File: config.mk
export PLATFORM = sky130hd
export DESIGN_NAME = snr_top
export DESIGN_NICKNAME = d
export VERILOG_FILES = /design/src/logic/snr_pkg.sv /design/src/logic/snr_top.sv
export VERILOG_INCLUDE_DIRS = /design/src /design/src/logic
export SDC_FILE = /design/constraint.sdc
export NUM_CORES = 2
export LEC_CHECK = 0
export BUFFER_PORTS_ARGS = -buffer_cell sky130_fd_sc_hd__buf_2
export CAP_MARGIN = 0
export CORE_ASPECT_RATIO = 2
export CORE_MARGIN = 2
export CORE_UTILIZATION = 50
export CTS_CLUSTER_DIAMETER = 150
export DETAILED_ROUTE_END_ITERATION = 8
export GPL_TIMING_DRIVEN = 1
export PLACE_DENSITY = 0.71
export SYNTH_ARGS = -nofsm -noshare
export SYNTH_HDL_FRONTEND = slang
export SYNTH_SLANG_ARGS = --single-unit
File: constraint.sdc
create_clock -name clk_sys -period 6.53 [get_ports clk_sys]
set_clock_uncertainty 0.15 [all_clocks]
set_input_delay 1.306 -clock clk_sys [delete_from_list [all_inputs] [get_ports clk_sys]]
set_output_delay 1.306 -clock clk_sys [all_outputs]
set_load 0.005 [all_outputs]
File: src/logic/snr_cfg.svh
`ifndef SNR_CFG_SVH
`define SNR_CFG_SVH
`define SNR_NLINK 8
`define SNR_ADR_SWDIV 8'h07
`define SNR_ADR_REFDIV 8'h08
`define SNR_ADR_JTAGID 8'h09
`define SNR_ADR_USER 8'h0A
`define SNR_ADR_DIRLO 8'h0C
`define SNR_ADR_DIRHI 8'h0D
`define SNR_ADR_DBG0 8'h10
`define SNR_ADR_DBG1 8'h11
`define SNR_ADR_DBGSRC 8'h1F
`define SNR_ADR_LSTAT 8'h20
`define SNR_ADR_PSTAT 8'h40
`define SNR_ADR_XCFG 8'h80
`define SNR_ADR_STATIC 8'hA0
`define SNR_RST_SWDIV 16'h0000
`define SNR_RST_REFDIV 16'h0003
`define SNR_B_DBG_REQ 1
`define SNR_B_DBG_DRV 0
`define SNR_B_SRC_PIN 4
`define SNR_L_TARGET 24
`define SNR_L_DEST 16
`define SNR_L_DIR 8
`define SNR_L_NET 4
`define SNR_B_JUNK 2
`define SNR_B_DBUSY 1
`define SNR_B_SBUSY 0
`define SNR_B_XEN 31
`define SNR_B_XMODE 30
`define SNR_B_XERR 27
`define SNR_B_CRGIVEN 26
`define SNR_B_CRHELD 25
`define SNR_B_CRRST 24
`define SNR_B_RXRST 23
`define SNR_L_SYMGAP 11
`define SNR_L_TOKGAP 0
`define SNR_B_STEN 31
`define SNR_B_STPROC 8
`define SNR_L_STCHAN 0
`endif

File: src/logic/snr_pkg.sv
package snr_pkg;
  typedef logic [3:0] snr_dir_t;
  typedef logic [1:0] snr_net_t;
  typedef logic [10:0] snr_gap_t;
  typedef logic [11:0] snr_gcnt_t;
  typedef logic [4:0] snr_chan_t;
endpackage : snr_pkg

File: src/logic/snr_top.sv
`timescale 1ns/100ps
`include "snr_cfg.svh"
module snr_top #(
  parameter logic [31:0] ID_CODE = 32'h1234_5671 // Arbitrary value
) (
  input wire logic clk_sys,
  input wire logic nrst,
  input wire logic cfg_req,
  input wire logic cfg_write,
  input wire logic [7:0] cfg_addr,
  input wire logic [31:0] cfg_wdata,
  output logic cfg_ack,
  output logic [31:0] cfg_rdata,
  output logic sw_clk_en,
  output logic ref_clk_en,
  input wire logic [13:0] otp_user_code,
  input wire logic [17:0] metal_id_code,
  input wire logic [15:0] node_id,
  input wire logic route_req,
  input wire logic [15:0] route_dest,
  output logic route_valid,
  output logic [3:0] route_dir,
  input wire logic [1:0] core_halted_flag,
  output logic [1:0] halt_request,
  input wire logic halt_pin_in_n,
  output logic halt_pin_out,
  output logic halt_pin_oe_n,
  output logic shared_halt_line,
  input wire logic [15:0] lnk_target,
  input wire logic [63:0] lnk_dest,
  input wire logic [7:0] lnk_junk,
  input wire logic [7:0] lnk_dst_busy,
  input wire logic [7:0] lnk_src_busy,
  output logic [31:0] lnk_dir,
  output logic [15:0] lnk_net,
  input wire logic [15:0] plk_target,
  input wire logic [63:0] plk_dest,
  input wire logic [7:0] plk_junk,
  input wire logic [7:0] plk_dst_busy,
  input wire logic [7:0] plk_src_busy,
  output logic [15:0] plk_net,
  output logic [7:0] xl_enable,
  output logic [7:0] xl_five_wire,
  input wire logic [7:0] xl_rx_overflow,
  input wire logic [7:0] xl_rx_illegal,
  input wire logic [7:0] xl_credit_given,
  input wire logic [7:0] xl_credit_held,
  output logic [7:0] xl_credit_clear,
  output logic [7:0] xl_hello_req,
  output logic [7:0] xl_rx_restart,
  input wire logic [7:0] xl_sym_sent,
  input wire logic [7:0] xl_tok_sent,
  output logic [7:0] xl_tx_ready,
  output logic [7:0] st_enable,
  output logic [7:0] st_proc,
  output logic [39:0] st_chan
);

  // ****************************************
  // Register state
  // ****************************************
  logic [15:0] sw_div, next_sw_div;
  logic [15:0] ref_div, next_ref_div;
  logic [31:0] dir_lo, next_dir_lo;
  logic [31:0] dir_hi, next_dir_hi;
  logic [1:0] dbg_req_en, next_dbg_req_en;
  logic [1:0] dbg_drv_en, next_dbg_drv_en;
  logic [2:0] dbg_src, next_dbg_src;
  snr_pkg::snr_dir_t l_dir [`SNR_NLINK];
  snr_pkg::snr_dir_t next_l_dir [`SNR_NLINK];
  snr_pkg::snr_net_t l_net [`SNR_NLINK];
  snr_pkg::snr_net_t next_l_net [`SNR_NLINK];
  snr_pkg::snr_net_t p_net [`SNR_NLINK];
  snr_pkg::snr_net_t next_p_net [`SNR_NLINK];
  logic [7:0] x_en, next_x_en;
  logic [7:0] x_mode, next_x_mode;
  logic [7:0] x_err, next_x_err;
  snr_pkg::snr_gap_t x_sym [`SNR_NLINK];
  snr_pkg::snr_gap_t next_x_sym [`SNR_NLINK];
  snr_pkg::snr_gap_t x_tok [`SNR_NLINK];
  snr_pkg::snr_gap_t next_x_tok [`SNR_NLINK];
  logic [7:0] s_en, next_s_en;
  logic [7:0] s_proc, next_s_proc;
  snr_pkg::snr_chan_t s_chan [`SNR_NLINK];
  snr_pkg::snr_chan_t next_s_chan [`SNR_NLINK];
  logic [7:0] crrst_wr, rxrst_wr;
  logic [2:0] idx;
  logic wr;
  logic halt_evt;
  logic [2:0] evt_src;

  assign wr = cfg_req & cfg_write;
  assign idx = cfg_addr[2:0];

  // ****************************************
  // Register writes
  // ****************************************
  always_comb begin
    next_sw_div = sw_div;
    next_ref_div = ref_div;
    next_dir_lo = dir_lo;
    next_dir_hi = dir_hi;
    next_dbg_req_en = dbg_req_en;
    next_dbg_drv_en = dbg_drv_en;
    next_dbg_src = dbg_src;
    next_l_dir = l_dir;
    next_l_net = l_net;
    next_p_net = p_net;
    next_x_en = x_en;
    next_x_mode = x_mode;
    next_x_sym = x_sym;
    next_x_tok = x_tok;
    next_s_en = s_en;
    next_s_proc = s_proc;
    next_s_chan = s_chan;
    crrst_wr = 8'h00;
    rxrst_wr = 8'h00;
    if (wr) begin
      unique case (cfg_addr)
        `SNR_ADR_SWDIV: next_sw_div = cfg_wdata[15:0];
        `SNR_ADR_REFDIV: next_ref_div = cfg_wdata[15:0];
        `SNR_ADR_DIRLO: next_dir_lo = cfg_wdata;
        `SNR_ADR_DIRHI: next_dir_hi = cfg_wdata;
        `SNR_ADR_DBG0, `SNR_ADR_DBG1: begin
          next_dbg_req_en[cfg_addr[0]] = cfg_wdata[`SNR_B_DBG_REQ];
          next_dbg_drv_en[cfg_addr[0]] = cfg_wdata[`SNR_B_DBG_DRV];
        end
        `SNR_ADR_DBGSRC: next_dbg_src = {cfg_wdata[`SNR_B_SRC_PIN], cfg_wdata[1:0]};
        default: begin
          if (cfg_addr[7:3] == `SNR_ADR_LSTAT >> 3) begin
            next_l_dir[idx] = cfg_wdata[`SNR_L_DIR +: 4];
            next_l_net[idx] = cfg_wdata[`SNR_L_NET +: 2];
          end else if (cfg_addr[7:3] == `SNR_ADR_PSTAT >> 3) begin
            next_p_net[idx] = cfg_wdata[`SNR_L_NET +: 2];
          end else if (cfg_addr[7:3] == `SNR_ADR_XCFG >> 3) begin
            next_x_en[idx] = cfg_wdata[`SNR_B_XEN];
            next_x_mode[idx] = cfg_wdata[`SNR_B_XMODE];
            crrst_wr[idx] = cfg_wdata[`SNR_B_CRRST];
            rxrst_wr[idx] = cfg_wdata[`SNR_B_RXRST];
            next_x_sym[idx] = cfg_wdata[`SNR_L_SYMGAP +: 11];
            next_x_tok[idx] = cfg_wdata[`SNR_L_TOKGAP +: 11];
          end else if (cfg_addr[7:3] == `SNR_ADR_STATIC >> 3) begin
            next_s_en[idx] = cfg_wdata[`SNR_B_STEN];
            next_s_proc[idx] = cfg_wdata[`SNR_B_STPROC];
            next_s_chan[idx] = cfg_wdata[`SNR_L_STCHAN +: 5];
          end
        end
      endcase
    end
    if (halt_evt) begin
      next_dbg_src = evt_src;
    end
    next_x_err = (x_err & ~rxrst_wr) | xl_rx_overflow | xl_rx_illegal;
  end

  always_ff @(posedge clk_sys or negedge nrst) begin
    if (!nrst) begin
      sw_div <= `SNR_RST_SWDIV;
      ref_div <= `SNR_RST_REFDIV;
      dir_lo <= 32'h0000_0000;
      dir_hi <= 32'h0000_0000;
      dbg_req_en <= 2'h0;
      dbg_drv_en <= 2'h0;
      dbg_src <= 3'h0;
      l_dir <= '{default: 4'h0};
      l_net <= '{default: 2'h0};
      p_net <= '{default: 2'h0};
      x_en <= 8'h00;
      x_mode <= 8'h00;
      x_err <= 8'h00;
      x_sym <= '{default: 11'h000};
      x_tok <= '{default: 11'h000};
      s_en <= 8'h00;
      s_proc <= 8'h00;
      s_chan <= '{default: 5'h00};
    end else begin
      sw_div <= next_sw_div;
      ref_div <= next_ref_div;
      dir_lo <= next_dir_lo;
      dir_hi <= next_dir_hi;
      dbg_req_en <= next_dbg_req_en;
      dbg_drv_en <= next_dbg_drv_en;
      dbg_src <= next_dbg_src;
      l_dir <= next_l_dir;
      l_net <= next_l_net;
      p_net <= next_p_net;
      x_en <= next_x_en;
      x_mode <= next_x_mode;
      x_err <= next_x_err;
      x_sym <= next_x_sym;
      x_tok <= next_x_tok;
      s_en <= next_s_en;
      s_proc <= next_s_proc;
      s_chan <= next_s_chan;
    end
  end

  // ****************************************
  // Register reads
  // ****************************************
  logic [31:0] next_rdata;

  always_comb begin
    next_rdata = 32'h0000_0000;
    unique case (cfg_addr)
      `SNR_ADR_SWDIV: next_rdata[15:0] = sw_div;
      `SNR_ADR_REFDIV: next_rdata[15:0] = ref_div;
      `SNR_ADR_JTAGID: next_rdata = ID_CODE;
      `SNR_ADR_USER: next_rdata = {otp_user_code, metal_id_code};
      `SNR_ADR_DIRLO: next_rdata = dir_lo;
      `SNR_ADR_DIRHI: next_rdata = dir_hi;
      `SNR_ADR_DBG0, `SNR_ADR_DBG1: begin
        next_rdata[`SNR_B_DBG_REQ] = dbg_req_en[cfg_addr[0]];
        next_rdata[`SNR_B_DBG_DRV] = dbg_drv_en[cfg_addr[0]];
      end
      `SNR_ADR_DBGSRC: begin
        next_rdata[`SNR_B_SRC_PIN] = dbg_src[2];
        next_rdata[1:0] = dbg_src[1:0];
      end
      default: begin
        if (cfg_addr[7:3] == `SNR_ADR_LSTAT >> 3) begin
          next_rdata[`SNR_L_TARGET +: 2] = lnk_target[idx * 2 +: 2];
          next_rdata[`SNR_L_DEST +: 8] = lnk_dest[idx * 8 +: 8];
          next_rdata[`SNR_L_DIR +: 4] = l_dir[idx];
          next_rdata[`SNR_L_NET +: 2] = l_net[idx];
          next_rdata[`SNR_B_JUNK] = lnk_junk[idx];
          next_rdata[`SNR_B_DBUSY] = lnk_dst_busy[idx];
          next_rdata[`SNR_B_SBUSY] = lnk_src_busy[idx];
        end else if (cfg_addr[7:3] == `SNR_ADR_PSTAT >> 3) begin
          next_rdata[`SNR_L_TARGET +: 2] = plk_target[idx * 2 +: 2];
          next_rdata[`SNR_L_DEST +: 8] = plk_dest[idx * 8 +: 8];
          next_rdata[`SNR_L_NET +: 2] = p_net[idx];
          next_rdata[`SNR_B_JUNK] = plk_junk[idx];
          next_rdata[`SNR_B_DBUSY] = plk_dst_busy[idx];
          next_rdata[`SNR_B_SBUSY] = plk_src_busy[idx];
        end else if (cfg_addr[7:3] == `SNR_ADR_XCFG >> 3) begin
          next_rdata[`SNR_B_XEN] = x_en[idx];
          next_rdata[`SNR_B_XMODE] = x_mode[idx];
          next_rdata[`SNR_B_XERR] = x_err[idx];
          next_rdata[`SNR_B_CRGIVEN] = xl_credit_given[idx];
          next_rdata[`SNR_B_CRHELD] = xl_credit_held[idx];
          next_rdata[`SNR_L_SYMGAP +: 11] = x_sym[idx];
          next_rdata[`SNR_L_TOKGAP +: 11] = x_tok[idx];
        end else if (cfg_addr[7:3] == `SNR_ADR_STATIC >> 3) begin
          next_rdata[`SNR_B_STEN] = s_en[idx];
          next_rdata[`SNR_B_STPROC] = s_proc[idx];
          next_rdata[`SNR_L_STCHAN +: 5] = s_chan[idx];
        end
      end
    endcase
  end

  always_ff @(posedge clk_sys or negedge nrst) begin
    if (!nrst) begin
      cfg_ack <= 1'b0;
      cfg_rdata <= 32'h0000_0000;
    end else begin
      cfg_ack <= cfg_req;
      cfg_rdata <= (cfg_req && !cfg_write) ? next_rdata : 32'h0000_0000;
    end
  end

  // ****************************************
  // Clock dividers
  // ****************************************
  logic [15:0] sw_cnt, next_sw_cnt;
  logic [15:0] ref_cnt, next_ref_cnt;

  always_comb begin
    next_sw_cnt = (sw_cnt >= sw_div) ? 16'h0000 : sw_cnt + 16'h0001;
    next_ref_cnt = (ref_cnt >= ref_div) ? 16'h0000 : ref_cnt + 16'h0001;
  end

  always_ff @(posedge clk_sys or negedge nrst) begin
    if (!nrst) begin
      sw_cnt <= 16'h0000;
      ref_cnt <= 16'h0000;
      sw_clk_en <= 1'b0;
      ref_clk_en <= 1'b0;
    end else begin
      sw_cnt <= next_sw_cnt;
      ref_cnt <= next_ref_cnt;
      sw_clk_en <= (sw_cnt >= sw_div);
      ref_clk_en <= (ref_cnt >= ref_div);
    end
  end

  // ****************************************
  // Route lookup
  // ****************************************
  logic [3:0] next_route_dir;
  logic [15:0] diff;
  logic [31:0] dir_word;
  logic [7:0] diff_byte;

  always_comb begin
    diff = node_id ^ route_dest;
    next_route_dir = 4'h0;
    dir_word = (diff[15:8] != 8'h00) ? dir_hi : dir_lo;
    diff_byte = (diff[15:8] != 8'h00) ? diff[15:8] : diff[7:0];
    for (int i = 0; i < 8; i++) begin
      if (diff_byte[i]) begin
        next_route_dir = dir_word[i * 4 +: 4];
      end
    end
  end

  always_ff @(posedge clk_sys or negedge nrst) begin
    if (!nrst) begin
      route_valid <= 1'b0;
      route_dir <= 4'h0;
    end else begin
      route_valid <= route_req;
      route_dir <= route_req ? next_route_dir : route_dir;
    end
  end

  // ****************************************
  // Shared halt line
  // ****************************************
  logic [1:0] drv;
  logic line_now, line_prev;

  always_comb begin
    drv = core_halted_flag & dbg_drv_en;
    line_now = (|drv) | ~halt_pin_in_n;
    halt_evt = line_now & ~line_prev;
    evt_src = {~halt_pin_in_n & halt_pin_oe_n, drv};
  end

  always_ff @(posedge clk_sys or negedge nrst) begin
    if (!nrst) begin
      line_prev <= 1'b0;
      halt_pin_oe_n <= 1'b1;
      shared_halt_line <= 1'b0;
      halt_request <= 2'h0;
    end else begin
      line_prev <= line_now;
      halt_pin_oe_n <= ~(|drv);
      shared_halt_line <= line_now;
      halt_request <= {2{line_now}} & dbg_req_en;
    end
  end

  assign halt_pin_out = 1'b0;

  // ****************************************
  // External link control
  // ****************************************
  snr_pkg::snr_gcnt_t gap [`SNR_NLINK];
  snr_pkg::snr_gcnt_t next_gap [`SNR_NLINK];

  always_comb begin
    for (int i = 0; i < `SNR_NLINK; i++) begin
      next_gap[i] = gap[i];
      if (xl_tok_sent[i]) begin
        next_gap[i] = {1'b0, x_tok[i]} + 12'h001;
      end else if (xl_sym_sent[i]) begin
        next_gap[i] = {1'b0, x_sym[i]} + 12'h001;
      end else if (gap[i] != 12'h000) begin
        next_gap[i] = gap[i] - 12'h001;
      end
      xl_tx_ready[i] = x_en[i] && gap[i] == 12'h000;
    end
  end

  always_ff @(posedge clk_sys or negedge nrst) begin
    if (!nrst) begin
      gap <= '{default: 12'h000};
      xl_credit_clear <= 8'h00;
      xl_hello_req <= 8'h00;
      xl_rx_restart <= 8'h00;
    end else begin
      gap <= next_gap;
      xl_credit_clear <= crrst_wr;
      xl_hello_req <= crrst_wr;
      xl_rx_restart <= rxrst_wr;
    end
  end

  // ****************************************
  // Field outputs
  // ****************************************
  always_comb begin
    for (int i = 0; i < `SNR_NLINK; i++) begin
      lnk_dir[i * 4 +: 4] = l_dir[i];
      lnk_net[i * 2 +: 2] = l_net[i];
      plk_net[i * 2 +: 2] = p_net[i];
      st_chan[i * 5 +: 5] = s_chan[i];
    end
  end

  assign xl_enable = x_en;
  assign xl_five_wire = x_mode;
  assign st_enable = s_en;
  assign st_proc = s_proc;

endmodule : snr_top

# [Word level (Yosys, flattened, before mapping)]
# Index checks and enable logic that the tools add are counted.
[word_totals] register_bits=611 word_cells=367
[classes] n_lt_le_gt_ge=8 bitwise_logic=21 n_mux=157 shift=4 reduce_logical=57 n_eq_ne=13 addsub=26
[ops] op="two-way mux 12 bit" count=24
[ops] op="adder 11 x 1 -> 12 bit, second input constant" count=16
[ops] op="bitwise mux 88 bit" count=2
[ops] op="indexed part select 64 x 7 -> 8 bit" count=2
[ops] op="zero test 12 bit" count=8
[ops] op="nonzero test 12 bit" count=8
[ops] op="subtractor 12 x 1 -> 12 bit, second input constant" count=8
[ops] op="two-way mux 8 bit" count=11
[ops] op="one-hot mux 11 bit (7 select lines)" count=1
[ops] op="binary-select mux 11 bit (select 3 bit)" count=2
[ops] op="two-way mux 32 bit" count=2
[ops] op="one-hot mux 12 bit (5 select lines)" count=1
[ops] op="two-way mux 11 bit" count=5
[ops] op="two-way mux 4 bit" count=13
[ops] op="bitwise mux 40 bit" count=1
[ops] op="equality test 8 x 4 -> 1 bit, second input constant" count=5
[ops] op="binary-select mux 1 bit (select 3 bit)" count=13
[ops] op="demux 11 bit (select 3 bit)" count=1
[ops] op="adder 16 x 1 -> 16 bit, second input constant" count=2
[ops] op="bitwise mux 16 bit" count=2
[ops] op="bitwise mux 32 bit" count=1
[ops] op="bitwise mux 8 bit" count=4
[ops] op="greater-or-equal comparator 16 bit" count=2
[ops] op="two-way mux 16 bit" count=2
[ops] op="57 further kinds" count=150

# [Depth between registers and ports, before layout]
[logic_depth] depth_word=14 depth_mapped=11 mapped_depth_nobuf=9

# [Worst setup path after synthesis]
# OpenSTA, ideal clock, no wires.
[synth_path] path_kind="input port to flip-flop" from="input port cfg_addr[5]" to="register x_sym[11] (netlist bit)" stages=8 arrival_time_ps=3251 required_ps=6255 path_buffers=2 setup_slack_ps=3005 setup_time_ps=125 cell_sequence="or3_4 -> or3_1 -> buf_2 -> o221ai_4 -> nor2_4 -> nand2_4 -> buf_4 -> mux2_2"
[synth_between] elab_chain_len=4 word_cells_on_any_way=15 cone_classes="10 x eq/ne; 3 x bitwise; 2 x reduce/logical"
[synth_rtl] item="from (decl)" line="snr_top.sv:10" source="input wire logic [7:0] cfg_addr,"
[synth_rtl] item="equality test 8 x 5 -> 1 bit, or another cell as far along" line="snr_top.sv:119" source="unique case (cfg_addr)"
[synth_rtl] item="OR reduction 7 bit (no source line)"
[synth_rtl] item="inverter 1 bit (no source line)"
[synth_rtl] item="AND reduction 5 bit (no source line) *"
[synth_rtl] item="to (signal assigned)" line="snr_top.sv:190" source="x_sym <= next_x_sym;"
[synth_rtl] item="to (decl)" line="snr_top.sv:78" source="snr_pkg::snr_gap_t x_sym [`SNR_NLINK];"
# Mark *: on every way between the ends. The rest lies on a longest branch, timed or not.
# A chain may end at the register's enable or synchronous reset.

# [Worst setup path after layout]
[layout_path] from="register gap[54] (netlist bit)" to="output port xl_tx_ready[3]"
[layout_between] elab_chain_len=2
[layout_rtl] item="from (decl)" line="snr_top.sv:350" source="snr_pkg::snr_gcnt_t gap [`SNR_NLINK];"
[layout_rtl] item="from (signal assigned)" line="snr_top.sv:374" source="gap <= next_gap;"
[layout_rtl] item="zero test 12 bit" line="snr_top.sv:363" source="xl_tx_ready[i] = x_en[i] && gap[i] == 12'h000;"
[layout_rtl] item="logical AND 1 bit" line="snr_top.sv:363"
[layout_rtl] item="to (decl)" line="snr_top.sv:53" source="output logic [7:0] xl_tx_ready,"
# Every way passes these cells.

==> flow_summary.rst <==
.. list-table::
   :header-rows: 1

   * - Metric
     - Value
   * - Mapped Nets
     - slightly below 4000
   * - Worst relative slew slack
     - between 10% and 20%
   * - Routed wire length per instance
     - about 29 µm
   * - Worst hold path class
     - reg2reg
   * - Fraction of layout instances using a drive strength above 1
     - 30.8%
   * - Die width
     - between 150 and 200 µm
   * - Clock buffer count from CTS
     - 55
   * - Flops & latches, synth
     - between 600 and 700
   * - Post-detailed-route count of antenna-violating nets
     - 0
   * - Root Driver
     - sky130_fd_sc_hd__clkbuf_16
   * - Clk_lat worst skew
     - 650 ps
   * - Netlist Area Pre-Place
     - between 0.03 and 0.04 mm²
   * - Global-route wire length before repair
     - 202 mm
   * - Number of I/O port buffers
     - 579
   * - Hold Violations, Final
     - 0
   * - Clock buffer depth
     - 3
   * - Clock slew at the register clock pins of the worst setup and hold paths
     - about 70 ps
   * - Post-synth EDFFs
     - 0
   * - R2R cell count
     - 5
   * - Ports placed on the boundary
     - ~580
   * - Period minus WS final
     - 4280 ps
   * - Number of sinks handled by clock tree synthesis
     - between 600 and 700
   * - Worst-path fanout max
     - 5
   * - Pre-CTS setup slack
     - approximately 1800 ps
   * - Critical path type
     - reg2out
   * - Final slew viol count
     - 0
   * - Warnings from Yosys
     - 0
   * - RSZ-0062 raised after global routing
     - false
   * - Overall overflow remaining after global route
     - 0
   * - DP HPWL
     - between 100 and 150 mm
   * - Area of the placeable core
     - roughly 0.07 mm²
   * - Element type at the critical path end
     - output pin
   * - Largest net degree at the start of global routing
     - 157
   * - Type of origin of the critical path
     - flop
   * - Crit path setup slack, layout
     - 2250 ps
   * - Yosys cell types
     - 80
   * - H-tree Lvls
     - 2
   * - Vias in the first global route
     - about 31000
   * - Avg Inst Size Synth
     - approximately 10 µm²
   * - Mapped Cells
     - about 3400
   * - Pleak
     - about 19 nW
   * - Floorplan die area
     - around 0.073 mm²
   * - DRC violations left
     - 0
   * - TritonCTS clock tree
     - built
   * - Fin nets
     - 4329
   * - Post_cts resized
     - 0
   * - Synthesis-to-finish area growth
     - 15.4%
   * - Max Clk Rate
     - ~230 MHz
   * - Worst vdd ir
     - approximately 0.24 mV
   * - Num rows
     - approximately 140
   * - Final Routed Wirelength
     - 140 mm
   * - Sum of negative setup slack
     - 0 ps
   * - Result of the run
     - complete, no violations
   * - Critical Path RT
     - around 5000 ps
   * - Crit path arrival time
     - ~2800 ps
   * - Share of the cycle needed by the critical path after routing
     - between 60 and 70%
   * - Primary flip-flop cell chosen by synthesis mapping
     - sky130_fd_sc_hd__dfrtp_1
   * - Finish-stage setup viols
     - 0
   * - Worst slew pin tran
     - 1220 ps
   * - Height of the die
     - between 300 and 400 µm
   * - Maximum capacitance violations
     - 0
   * - Average vias per placed instance
     - roughly 6.4
   * - First-pass iteration count of the detailed router
     - 6
   * - Sequential cell area fraction in the yosys report
     - about 43%
   * - Initial drt markers
     - around 2800
   * - Power per cell area
     - about 220 mW/mm²
   * - Share of async-settable or async-resettable flops after synthesis
     - 100%
   * - Hold-fix buffer count after cts
     - 0
   * - Number of antenna violations at the first check in global routing
     - 15
   * - Hold-critical path depth
     - 1
   * - Total setup buffers inserted after CTS
     - 0
   * - Weighted congestion reported at the end of routability-driven placement
     - about 1
   * - Effective utilization at floorplan
     - between 50% and 60%
   * - Overall routing resource usage
     - 38.3%
   * - Routed via count
     - ~31000
==> layout make-up <==
class | count | area (µm²)
fillers | 6079 | 29000
multi-input cells | 2538 | 18800
flip-flops and latches | 611 | 15300
repair buffers | 618 | 3270
clock buffers | 71 | 1530
well taps | 903 | 1130
clock inverters | 30 | 382
inverters | 79 | 299
diodes | 3 | 7.51
==> routing by layer <==
metal	vias to the layer above	global-route usage [%]	share of wire [%]
li1	13200	-	-
met1	15300	39.1	31
met2	1875	63.7	48
met3	645	8.14	8.5
met4	18	36.6	12
met5	-	0	0.083
==> where the power goes <==
part	internal (mW)	leakage [nW]	switching (mW)	total [mW]
sequential	3.92	8.23	0.172	4.09
combinational	0.453	10.3	0.698	1.15
clock	1.94	0.943	1.59	3.54
total	6.31	19.5	2.46	8.77
==> sequential cells by signal (all words and copies together) (netlist names), 8 cells and up <==
| name | flops |
|---|---|
| st_proc | 8 |
| ref_cnt | 16 |
| x_err | 8 |
| xl_enable | 8 |
| st_chan | 40 |
| ref_div | 16 |
| xl_rx_restart | 8 |
| plk_net | 16 |
| xl_five_wire | 8 |
| x_tok | 88 |
| lnk_dir | 32 |
| lnk_net | 16 |
| gap | 96 |
| sw_div | 16 |
| sw_cnt | 16 |
| st_enable | 8 |
| dir_lo | 32 |
| dir_hi | 32 |
| cfg_rdata | 32 |
| x_sym | 88 |
| xl_hello_req | 8 |
==> worst max-delay path, cell delays in order, from the launching register on <==
cell	delay, ps
sky130_fd_sc_hd__dfrtp_1	410
sky130_fd_sc_hd__or4_1	590
sky130_fd_sc_hd__or3_1	360
sky130_fd_sc_hd__nor3_1	530
sky130_fd_sc_hd__and2_1	200
sky130_fd_sc_hd__buf_2	100
==> logic make-up (layout without fill, tap and decap cells) <==
family                     after synthesis  after routing  share of synthesized area (%)
and+or+nand+nor                       1174           1174                           14.9
other                                    1              4                         0.0106
adders and majority gates               58             58                           2.06
xor gates and xnor gates               261            261                           6.47
AOI/OAI and AO/OA                      515            515                           9.39
muxes                                  529            529                           20.3
DFF                                    611            611                           43.3
buffers and inverters                  296            798                           3.50
==> synth_stat cells, types with 9 or more instances <==
| cell | count | area, µm² |
|---|---|---|
| sky130_fd_sc_hd__dfrtp_1 | 608 | 15200 |
| sky130_fd_sc_hd__nand2_1 | 594 | 2230 |
| sky130_fd_sc_hd__mux2_2 | 333 | 3750 |
| sky130_fd_sc_hd__nor2_1 | 223 | 837 |
| sky130_fd_sc_hd__xnor2_1 | 149 | 1310 |
| sky130_fd_sc_hd__o21ai_0 | 144 | 721 |
| sky130_fd_sc_hd__clkbuf_1 | 127 | 477 |
| sky130_fd_sc_hd__a211oi_1 | 119 | 893 |
| sky130_fd_sc_hd__a21oi_1 | 119 | 596 |
| sky130_fd_sc_hd__mux4_2 | 116 | 2610 |
| sky130_fd_sc_hd__xor2_1 | 112 | 981 |
| sky130_fd_sc_hd__nand3_1 | 100 | 500 |
| sky130_fd_sc_hd__inv_1 | 76 | 285 |
| sky130_fd_sc_hd__mux2i_1 | 69 | 691 |
| sky130_fd_sc_hd__ha_1 | 58 | 726 |
| sky130_fd_sc_hd__nor3_1 | 47 | 235 |
| sky130_fd_sc_hd__buf_2 | 43 | 215 |
| sky130_fd_sc_hd__and3_1 | 38 | 238 |
| sky130_fd_sc_hd__nand4_1 | 36 | 225 |
| sky130_fd_sc_hd__buf_1 | 28 | 105 |
| sky130_fd_sc_hd__a31oi_1 | 22 | 138 |
| sky130_fd_sc_hd__buf_4 | 19 | 143 |
| sky130_fd_sc_hd__nand2b_1 | 19 | 119 |
| sky130_fd_sc_hd__or3_1 | 19 | 119 |
| sky130_fd_sc_hd__a222oi_1 | 15 | 150 |
| sky130_fd_sc_hd__and2_1 | 14 | 87.6 |
| sky130_fd_sc_hd__a22oi_1 | 13 | 97.6 |
| sky130_fd_sc_hd__nor4_1 | 13 | 81.3 |
| sky130_fd_sc_hd__mux2_1 | 11 | 124 |
| sky130_fd_sc_hd__a211o_1 | 10 | 87.6 |
| sky130_fd_sc_hd__a21o_1 | 10 | 75.1 |
| sky130_fd_sc_hd__nor2b_1 | 10 | 62.6 |
| sky130_fd_sc_hd__a221oi_1 | 9 | 78.8 |
| sky130_fd_sc_hd__o221ai_1 | 9 | 78.8 |
==> worst paths after layout <==
| check | start | to | slack [ps] |
|---|---|---|---|
| hold reg to reg | ref_div[4] | ref_div[4] | 360 |
| max in group asynchronous | nrst | xl_rx_restart[2] | 4310 |
| setup / recovery | gap[54] | xl_tx_ready[3] | 2250 |
| setup reg to reg | gap[77] | gap[75] | 3530 |
| hold / removal | ref_div[4] | ref_div[4] | 360 |
| min in group asynchronous | nrst | st_chan[11] | 460 |
==> layout by cell type, fill, tap and decap left out, drive strengths merged, types with 8 or more instances in the layout <==
master | netlist | final
nor4 | 16 | 16
mux2 | 344 | 344
nand3 | 100 | 100
nand2 | 606 | 606
dfrtp | 608 | 608
nor3 | 52 | 52
a21o | 10 | 10
clkinv | 2 | 16
xor2 | 112 | 112
nand2b | 19 | 19
mux2i | 69 | 69
a31oi | 22 | 22
nor2b | 10 | 10
o21ai | 145 | 145
inv | 77 | 83
a211oi | 119 | 119
a222oi | 15 | 15
and3 | 38 | 38
nand4 | 36 | 36
nor2 | 225 | 225
mux4 | 116 | 116
a211o | 10 | 10
a221oi | 9 | 9
a22oi | 13 | 13
a21oi | 119 | 119
xnor2 | 149 | 149
o221ai | 10 | 10
and2 | 16 | 16
ha | 58 | 58
a31o | 8 | 8
clkbuf | 127 | 71
buf | 90 | 618
or3 | 20 | 20
==> through the flow <==
| step | instance area, µm² | hold WS (ps) | total power, mW | utilization (%) | cells |
|---|---|---|---|---|---|
| detailed placement | 38800 | 344 | 5.28 | 55.6 | 4749 |
| floorplan | 35300 | 315 | 4.73 | - | 3445 |
| finish | 40700 | 358 | 8.77 | 58.4 | 4853 |
| CTS | 40700 | 361 | 8.77 | 58.4 | 4850 |
| global route | 40700 | 379 | 9.02 | 58.4 | 4853 |
| global placement | 38800 | 338 | 5.26 | 55.6 | 4749 |
(Power assumes the default switching activity.)
